$ cat src/include/sbc_regs_pkg.sv
package sbc_regs_pkg;

  // Command frame layout
  localparam int FRAME_BITS = 16;
  localparam int ADDR_MSB = 6;
  localparam int ACCESS_BIT = 7;
  localparam int DATA_LSB = 8;
  localparam int BYTE_BITS = 8;
  localparam logic [4:0] FRAME_LEN = 5'h10;
  localparam logic [4:0] FIRST_BYTE_LEN = 5'h08;

  // Address windows
  localparam logic [6:0] CTRL_FIRST_ADDR = 7'h01;
  localparam logic [6:0] CTRL_LAST_ADDR = 7'h1E;
  localparam logic [6:0] STAT_FIRST_ADDR = 7'h41;
  localparam logic [6:0] STAT_LAST_ADDR = 7'h7E;

  // Control registers, index 0 to 9
  localparam int NUM_CTRL = 10;
  localparam int CTRL_IDX_MODE = 0;
  localparam int CTRL_IDX_HW = 1;
  localparam int CTRL_IDX_BUS1 = 3;
  localparam int CTRL_IDX_BUS2 = 4;
  localparam logic [NUM_CTRL-1:0][6:0] CTRL_ADDRS = {
    7'h1E, 7'h0C, 7'h08, 7'h07, 7'h06, 7'h05, 7'h04, 7'h03, 7'h02, 7'h01};
  localparam logic [NUM_CTRL-1:0][7:0] CTRL_WMASKS = {
    8'hFF, 8'h07, 8'h03, 8'h01, 8'h44, 8'h03, 8'hFB, 8'hFF, 8'hFF, 8'hDF};
  localparam logic [7:0] CTRL_RESET = 8'h00;

  // Status registers, index equals summary bit
  localparam int NUM_STAT = 8;
  localparam logic [NUM_STAT-1:0][6:0] STAT_ADDRS = {
    7'h4C, 7'h47, 7'h46, 7'h45, 7'h44, 7'h43, 7'h42, 7'h41};
  localparam logic [NUM_STAT-1:0][7:0] STAT_MASKS = {
    8'hF7, 8'h03, 8'hB1, 8'h06, 8'h67, 8'hFF, 8'h07, 8'hFD};
  localparam logic [7:0] STAT_RESET = 8'h00;
  localparam logic [6:0] WAKE_LEVEL_ADDR = 7'h48;
  localparam logic [6:0] FAMILY_PRODUCT_ID_ADDR = 7'h7E;
  // Identity value is arbitrary
  localparam logic [7:0] FAMILY_PRODUCT_ID_VALUE = 8'h5A;

  // Field positions
  localparam int MODE_LSB = 6;
  localparam int SUPPLY2_LSB = 3;
  localparam int FAIL_SW_ON_BIT = 5;
  localparam int CAN_LSB = 0;
  localparam int LIN1_LSB = 3;
  localparam int LIN2_LSB = 0;

  typedef enum logic [1:0] {
    MODE_NORMAL = 2'b00,
    MODE_SLEEP = 2'b01,
    MODE_STOP = 2'b10,
    MODE_RESET = 2'b11
  } sbc_mode_e;

  // Transceiver field codes
  localparam logic [1:0] XCVR_OFF = 2'b00;
  localparam logic [1:0] XCVR_WAKE = 2'b01;
  localparam logic [1:0] XCVR_ON = 2'b11;

endpackage : sbc_regs_pkg

$ cat src/rtl/sbc_spi_register_map.sv
`timescale 1ns/10ps
`default_nettype none

module sbc_spi_register_map (
  input wire logic clk_sys_in,
  input wire logic reset_n_in,
  input wire logic spi_clk_in,
  input wire logic spi_csn_n_in,
  input wire logic spi_sdi_in,
  output logic spi_sdo_out,
  output logic spi_sdo_oe_out,
  input wire logic wake_input_in,
  input wire logic device_quiet_in,
  input wire logic mode_change_in,
  input wire sbc_regs_pkg::sbc_mode_e mode_entered_in,
  input wire logic [sbc_regs_pkg::NUM_STAT-1:0][7:0] status_event_in,
  input wire logic fail_trigger_in,
  input wire logic fail_release_in,
  output logic [sbc_regs_pkg::NUM_CTRL-1:0][7:0] control_regs_out,
  output logic mode_write_out,
  output logic [1:0] can_mode_out,
  output logic [1:0] lin1_mode_out,
  output logic [1:0] lin2_mode_out,
  output logic fail_outputs_out,
  output logic [7:0] summary_out
);
  import sbc_regs_pkg::*;

  typedef struct packed {
    logic [NUM_CTRL-1:0][7:0] ctrl;
    logic [NUM_STAT-1:0][7:0] stat;
    logic fail_latch;
    sbc_mode_e cur_mode;
    logic mode_write;
  } regmap_s;

  regmap_s state_r;
  regmap_s state_nxt;

  logic [3:0] pins_sync;
  logic sclk_s;
  logic csn_s;
  logic sdi_s;
  logic wake_s;
  logic [7:0] cmd_byte;
  logic cmd_valid;
  logic [15:0] frame;
  logic frame_done;
  logic [7:0] summary;
  logic [7:0] read_data;
  logic [6:0] frame_addr;
  logic frame_access;
  logic [7:0] frame_data;
  logic execute;
  logic [NUM_CTRL-1:0] ctrl_hit;
  logic [NUM_STAT-1:0] stat_hit;

  // Pin inputs pass two flip-flops
  pin_sync #(
    .W(4),
    .RESET_VAL(4'h2)
  ) u_pin_sync (
    .clk_sys_in(clk_sys_in),
    .reset_n_in(reset_n_in),
    .async_in({wake_input_in, spi_sdi_in, spi_csn_n_in, spi_clk_in}),
    .sync_out(pins_sync)
  );

  assign sclk_s = pins_sync[0];
  assign csn_s = pins_sync[1];
  assign sdi_s = pins_sync[2];
  assign wake_s = pins_sync[3];

  // Serial framing and response shifting
  spi_frame_shifter u_shifter (
    .clk_sys_in(clk_sys_in),
    .reset_n_in(reset_n_in),
    .sclk_in(sclk_s),
    .csn_n_in(csn_s),
    .sdi_in(sdi_s),
    .summary_in(summary),
    .data_in(read_data),
    .cmd_byte_out(cmd_byte),
    .cmd_valid_out(cmd_valid),
    .frame_out(frame),
    .frame_done_out(frame_done),
    .sdo_out(spi_sdo_out),
    .sdo_oe_out(spi_sdo_oe_out)
  );

  // Converts a transceiver field that is on into wake capable
  function automatic logic [1:0] sleep_field(input logic [1:0] field);
    sleep_field = (field == XCVR_ON) ? XCVR_WAKE : field;
  endfunction : sleep_field

  // Register read lookup for the response data byte
  function automatic logic [7:0] read_byte(
    input logic [6:0] addr,
    input logic [NUM_CTRL-1:0][7:0] ctrl,
    input logic [NUM_STAT-1:0][7:0] stat,
    input logic wake_level
  );
    logic [7:0] value;
    value = 8'h00;
    for (int i = 0; i < NUM_CTRL; i++) begin
      if (addr == CTRL_ADDRS[i]) begin
        value = ctrl[i] & CTRL_WMASKS[i];
      end
    end
    for (int i = 0; i < NUM_STAT; i++) begin
      if (addr == STAT_ADDRS[i]) begin
        value = stat[i] & STAT_MASKS[i];
      end
    end
    if (addr == WAKE_LEVEL_ADDR) begin
      value = {7'h00, wake_level};
    end
    if (addr == FAMILY_PRODUCT_ID_ADDR) begin
      value = FAMILY_PRODUCT_ID_VALUE;
    end
    read_byte = value;
  endfunction : read_byte

  genvar g;
  generate
    for (g = 0; g < NUM_STAT; g++) begin : g_summary
      assign summary[g] = |state_r.stat[g];
    end
  endgenerate

  // response uses stored, not pending, values
  assign read_data = cmd_valid ? read_byte(cmd_byte[ADDR_MSB:0], state_r.ctrl, state_r.stat,
                                           wake_s) : 8'h00;

  assign frame_addr = frame[ADDR_MSB:0];
  assign frame_access = frame[ACCESS_BIT];
  assign frame_data = frame[FRAME_BITS-1:DATA_LSB];

  assign execute = frame_done & ~device_quiet_in;

  // Address decode, window bounds checked as well
  generate
    for (g = 0; g < NUM_CTRL; g++) begin : g_ctrl_hit
      assign ctrl_hit[g] = execute && frame_access && (frame_addr == CTRL_ADDRS[g]) &&
                           (frame_addr >= CTRL_FIRST_ADDR) && (frame_addr <= CTRL_LAST_ADDR);
    end
    for (g = 0; g < NUM_STAT; g++) begin : g_stat_hit
      assign stat_hit[g] = execute && frame_access && (frame_addr == STAT_ADDRS[g]) &&
                           (frame_addr >= STAT_FIRST_ADDR) && (frame_addr <= STAT_LAST_ADDR);
    end
  endgenerate

  // Next-state of the whole register map
  always_comb begin
    state_nxt = state_r;
    state_nxt.mode_write = 1'b0;

    for (int i = 0; i < NUM_CTRL; i++) begin
      if (ctrl_hit[i]) begin
        state_nxt.ctrl[i] = (state_r.ctrl[i] & ~CTRL_WMASKS[i]) | (frame_data & CTRL_WMASKS[i]);
      end
    end
    if (ctrl_hit[CTRL_IDX_MODE]) begin
      state_nxt.mode_write = 1'b1;
      if (state_r.cur_mode != MODE_NORMAL) begin
        state_nxt.ctrl[CTRL_IDX_MODE][SUPPLY2_LSB +: 2] =
          state_r.ctrl[CTRL_IDX_MODE][SUPPLY2_LSB +: 2];
      end
    end

    // clear on access, new events win
    for (int i = 0; i < NUM_STAT; i++) begin
      state_nxt.stat[i] = ((stat_hit[i] ? 8'h00 : state_r.stat[i]) | status_event_in[i]) &
                          STAT_MASKS[i];
    end

    if (mode_change_in) begin
      state_nxt.cur_mode = mode_entered_in;
      state_nxt.ctrl[CTRL_IDX_MODE][MODE_LSB +: 2] = mode_entered_in;
      if (mode_entered_in == MODE_SLEEP) begin
        state_nxt.ctrl[CTRL_IDX_BUS1][CAN_LSB +: 2] =
          sleep_field(state_nxt.ctrl[CTRL_IDX_BUS1][CAN_LSB +: 2]);
        state_nxt.ctrl[CTRL_IDX_BUS1][LIN1_LSB +: 2] =
          sleep_field(state_nxt.ctrl[CTRL_IDX_BUS1][LIN1_LSB +: 2]);
        state_nxt.ctrl[CTRL_IDX_BUS2][LIN2_LSB +: 2] =
          sleep_field(state_nxt.ctrl[CTRL_IDX_BUS2][LIN2_LSB +: 2]);
      end
    end

    // fail latch untouched by mode change
    state_nxt.fail_latch = (state_r.fail_latch & ~fail_release_in) | fail_trigger_in;
  end

  // State register, all controls zero after reset
  always_ff @(posedge clk_sys_in or negedge reset_n_in) begin
    if (!reset_n_in) begin
      state_r <= '{ctrl: {NUM_CTRL{CTRL_RESET}}, stat: {NUM_STAT{STAT_RESET}},
                   fail_latch: 1'b0, cur_mode: MODE_NORMAL, mode_write: 1'b0};
    end else begin
      state_r <= state_nxt;
    end
  end

  assign control_regs_out = state_r.ctrl;
  assign mode_write_out = state_r.mode_write;
  assign can_mode_out = state_r.ctrl[CTRL_IDX_BUS1][CAN_LSB +: 2];
  assign lin1_mode_out = state_r.ctrl[CTRL_IDX_BUS1][LIN1_LSB +: 2];
  assign lin2_mode_out = state_r.ctrl[CTRL_IDX_BUS2][LIN2_LSB +: 2];
  assign fail_outputs_out = state_r.fail_latch | state_r.ctrl[CTRL_IDX_HW][FAIL_SW_ON_BIT];
  assign summary_out = summary;

endmodule : sbc_spi_register_map

`default_nettype wire

$ cat src/rtl/pin_sync.sv
`timescale 1ns/10ps
`default_nettype none

module pin_sync #(
  parameter int W = 4,
  parameter logic [W-1:0] RESET_VAL = '0
) (
  input wire logic clk_sys_in,
  input wire logic reset_n_in,
  input wire logic [W-1:0] async_in,
  output logic [W-1:0] sync_out
);

  typedef struct packed {
    logic [W-1:0] stage1;
    logic [W-1:0] stage2;
  } sync_s;

  sync_s state_r;
  sync_s state_nxt;

  // Two-stage chain; only stage two leaves the module
  always_comb begin
    state_nxt.stage1 = async_in;
    state_nxt.stage2 = state_r.stage1;
  end

  always_ff @(posedge clk_sys_in or negedge reset_n_in) begin
    if (!reset_n_in) begin
      state_r <= {RESET_VAL, RESET_VAL};
    end else begin
      state_r <= state_nxt;
    end
  end

  assign sync_out = state_r.stage2;

endmodule : pin_sync

`default_nettype wire

$ cat src/rtl/spi_frame_shifter.sv
`timescale 1ns/10ps
`default_nettype none

module spi_frame_shifter (
  input wire logic clk_sys_in,
  input wire logic reset_n_in,
  input wire logic sclk_in,
  input wire logic csn_n_in,
  input wire logic sdi_in,
  input wire logic [7:0] summary_in,
  input wire logic [7:0] data_in,
  output logic [7:0] cmd_byte_out,
  output logic cmd_valid_out,
  output logic [15:0] frame_out,
  output logic frame_done_out,
  output logic sdo_out,
  output logic sdo_oe_out
);
  import sbc_regs_pkg::*;

  typedef struct packed {
    logic sclk_d;
    logic csn_d;
    logic [4:0] count;
    logic loaded;
    logic [FRAME_BITS-1:0] rx;
    logic [FRAME_BITS-1:0] tx;
    logic sdo;
    logic done;
  } shift_s;

  shift_s state_r;
  shift_s state_nxt;
  logic sclk_rise;
  logic sclk_fall;
  logic csn_fall;
  logic csn_rise;

  // Edge detection on synchronised pins
  assign sclk_rise = sclk_in & ~state_r.sclk_d & ~csn_n_in;
  assign sclk_fall = ~sclk_in & state_r.sclk_d & ~csn_n_in;
  assign csn_fall = ~csn_n_in & state_r.csn_d;
  assign csn_rise = csn_n_in & ~state_r.csn_d;

  // Shift in on falling, out on rising, LSB first
  always_comb begin
    state_nxt = state_r;
    state_nxt.sclk_d = sclk_in;
    state_nxt.csn_d = csn_n_in;
    state_nxt.done = 1'b0;
    if (csn_fall) begin
      state_nxt.count = 5'h00;
      state_nxt.loaded = 1'b0;
      state_nxt.tx = {8'h00, summary_in};
      state_nxt.sdo = 1'b0;
    end else if (csn_rise) begin
      // Only a frame of exactly sixteen clocks is executed
      state_nxt.done = (state_r.count == FRAME_LEN);
    end else begin
      if (sclk_fall) begin
        state_nxt.rx = {sdi_in, state_r.rx[FRAME_BITS-1:1]};
        if (state_r.count <= FRAME_LEN) begin
          state_nxt.count = state_r.count + 5'h01;
        end
      end
      if (sclk_rise) begin
        state_nxt.sdo = state_r.tx[0];
        state_nxt.tx = {1'b0, state_r.tx[FRAME_BITS-1:1]};
      end else if (state_r.count == FIRST_BYTE_LEN && !state_r.loaded) begin
        // Data byte follows once the address is known
        state_nxt.tx[BYTE_BITS-1:0] = data_in;
        state_nxt.loaded = 1'b1;
      end
    end
  end

  always_ff @(posedge clk_sys_in or negedge reset_n_in) begin
    if (!reset_n_in) begin
      state_r <= '{sclk_d: 1'b0, csn_d: 1'b1, count: 5'h00, loaded: 1'b0,
                   rx: 16'h0000, tx: 16'h0000, sdo: 1'b0, done: 1'b0};
    end else begin
      state_r <= state_nxt;
    end
  end

  assign cmd_byte_out = state_r.rx[FRAME_BITS-1:BYTE_BITS];
  assign cmd_valid_out = (state_r.count == FIRST_BYTE_LEN);
  assign frame_out = state_r.rx;
  assign frame_done_out = state_r.done;
  assign sdo_out = state_r.sdo;
  assign sdo_oe_out = ~state_r.csn_d;

endmodule : spi_frame_shifter

`default_nettype wire

$ cat config.mk
export PLATFORM = sky130hd
export DESIGN_NAME = sbc_spi_register_map
export DESIGN_NICKNAME = d
export VERILOG_FILES = /design/src/include/sbc_regs_pkg.sv /design/src/rtl/sbc_spi_register_map.sv /design/src/rtl/pin_sync.sv /design/src/rtl/spi_frame_shifter.sv
export SDC_FILE = /design/constraint.sdc
export NUM_CORES = 1
export LEC_CHECK = 0
export BUFFER_PORTS_ARGS = -buffer_cell sky130_fd_sc_hd__buf_4
export CORE_UTILIZATION = 30
export DETAILED_ROUTE_END_ITERATION = 7
export HOLD_SLACK_MARGIN = 0.03
export PLACE_DENSITY = 0.56
export REMOVE_ABC_BUFFERS = 1
export SYNTH_ARGS = -nofsm -noshare
export SYNTH_HDL_FRONTEND = slang
export SYNTH_HIERARCHICAL = 1
export SYNTH_SLANG_ARGS = --single-unit
$ cat constraint.sdc
create_clock -name clk_sys_in -period 2.5 [get_ports clk_sys_in]
set_input_delay 0.5 -clock clk_sys_in [delete_from_list [all_inputs] [get_ports clk_sys_in]]
set_output_delay 0.5 -clock clk_sys_in [all_outputs]
set_load 0.005 [all_outputs]
==> reports/metrics.csv <==
metric;value;unit
peakVddDrop;0.416;mV
critPathCaptureType;register;
antenna_cells;0;
criticalPathCategory;reg2reg;
fmax;413;MHz
area_growth;19.0;%
die_w;161;um
drtIter0Drc;404;
ctsHoldBuffers;0;
status;complete, no violations;
cp.arrival;2730;ps
min_period;2420;ps
nets;882;
grt_use_total;16.3;%
start_util;31.0;%
dieArea;26000;um^2
clk_pin_slew_worst_paths;60;ps
clockBufferDepth;2;
ant_nets;0;
yosysWarnings;6;
clock-sinks;139;
p_total;5.94;mW
numCtsBuffers;17;
first_global_vias;5516;
drcViolationCount;0;
cts_tree;built;
postCtsResizedCells;0;
place_congestion;0.917;
num_io_pins;174;
grt_pass1_wl;32100;um
htreeDepth;4;
fin_setup_tns;0;ps
grt_overflow_total;0;
placed_area;8410;um^2
crit_path_max_fanout;6;
hold_class;in2async;
clkLatencyLatePin;430;ps
dr_total_vias;5540;
antenna_found_initial;0;
pre_cts_ws;60.8;ps
drt-total-wl;20600;um
wl_per_cell;18.1;um
worstPathRequired;2810;ps
dr.pass1.iters;4;
finalHoldViolCount;0;
fin_ws;80.1;ps
setup_viol;0;
viasPerCell;4.87;
chipHeight;161;um
dpl.hpwl;15600;um
syn_inst;727;
drive_above_1_share;36.6;%
drv_cap;0;
io_buffers;115;
worstSetupStartpointType;register;
fin_util;36.9;%
syn_area_per_cell;10.5;um^2
slew_violations;0;
row_count;57;
post_cts.repair.setup_buffers;0;
fin_crit_sh;96.8;%
rsz0062_at_grt;yes;
p_per_area;655;nW/um^2
p_leak;4.01;nW
grt_max_degree;52;
coreArea;24600;um^2
clock_skew;9.57;ps
final_area;9070;um^2
relSlewSlack;60.1;%
root_buffer;clkbuf_16;
worst_pin_slew;596;ps
syn-cell-area;7620;um^2
[flip-flops by register name (all words and copies together) (netlist names)]
signal and cells:
can_mode_out 2, control_regs_out 46, mode_write_out 1, state_r 41, u_pin_sync/state_nxt 4, u_pin_sync/sync_out 4, u_shifter/frame_done_out 1, u_shifter/frame_out 16
u_shifter/sdo_out 1, u_shifter/state_r 23
[per-layer routing]
metal | GRT usage, % | share of wire (%)
met5 | 0 | 0
met1 | 23.5 | 48
met3 | 3.34 | 5.6
met4 | 5.19 | 1.7
met2 | 24.2 | 45
[per-stage QoR]
step / cells / hold WS (ps)
3_5_place_dp: 1106 / 335
3_3_place_gp: 1106 / 336
2_1_floorplan: 624 / 204
5_1_grt: 1138 / 50.6
6_report: 1138 / 8.54
4_1_cts: 1138 / 31.4
[final timing paths]
path | start | end | slack [ps] | depth (start not counted)
setup / recovery | u_shifter/frame_out[8]$_DFFE_PN0P_ | u_shifter/state_r[9]$_DFFE_PN0P_ | 80 | 10
hold / removal | reset_n_in | u_shifter/state_r[14]$_DFFE_PN0P_ | 9 | 1
min in group clk_sys_in | wake_input_in | u_pin_sync/state_nxt[3]$_DFF_PN0_ | 180 | 1
setup reg to reg | u_shifter/frame_out[8]$_DFFE_PN0P_ | u_shifter/state_r[9]$_DFFE_PN0P_ | 80 | 10
max in group asynchronous | reset_n_in | u_shifter/frame_out[8]$_DFFE_PN0P_ | 1810 | 2
hold reg to reg | u_pin_sync/state_nxt[2]$_DFF_PN0_ | u_pin_sync/sync_out[2]$_DFF_PN0_ | 350 | 0
[placed cells by master (no fill, tap or decap), drive strengths merged, types with 4 or more instances in the layout]
cell type and instances:
nor3 10, nor4 7, nor3b 5, inv 19
dfrtp 136, or2 4, a21oi 18, o221ai 4
ha 5, mux2i 18, a21o 44, a22oi 9
or4 4, a31oi 4, o21ai 47, o22ai 4
nand3b 4, nor2 21, nand2 75, nand4 6
and3 6, nor2b 9, clkbuf 19, nand2b 8
mux2 72, and2 4, buf 158, a221oi 8
conb 32, nand3 12, clkinvlp 4
[final cells by class]
cell class	count	area (um^2)
flip-flops and latches	139	3480
fillers	2527	15500
multi-input cells	469	3290
clock inverters	13	165
well taps	324	405
clock buffers	19	443
repair buffers	158	1220
inverters	16	60.1
[report_power, final]
part	internal [mW]	total, mW	switching [mW]
clock network	1.60	2.59	0.991
registers	2.34	2.44	0.0938
logic	0.379	0.906	0.527
total	4.32	5.94	1.61
[worst max-delay path, stage by stage (launching register included)]
cell and delay, ps:
dfrtp_2 450, buf_4 180, and2_1 240, and3_1 240, nand2_1 100, nand2_1 60, a221oi_1 390, a21oi_1 150
mux2i_1 150, o21ai_0 80, mux2_2 270
Note: power is estimated with default switching activity, not from simulation.
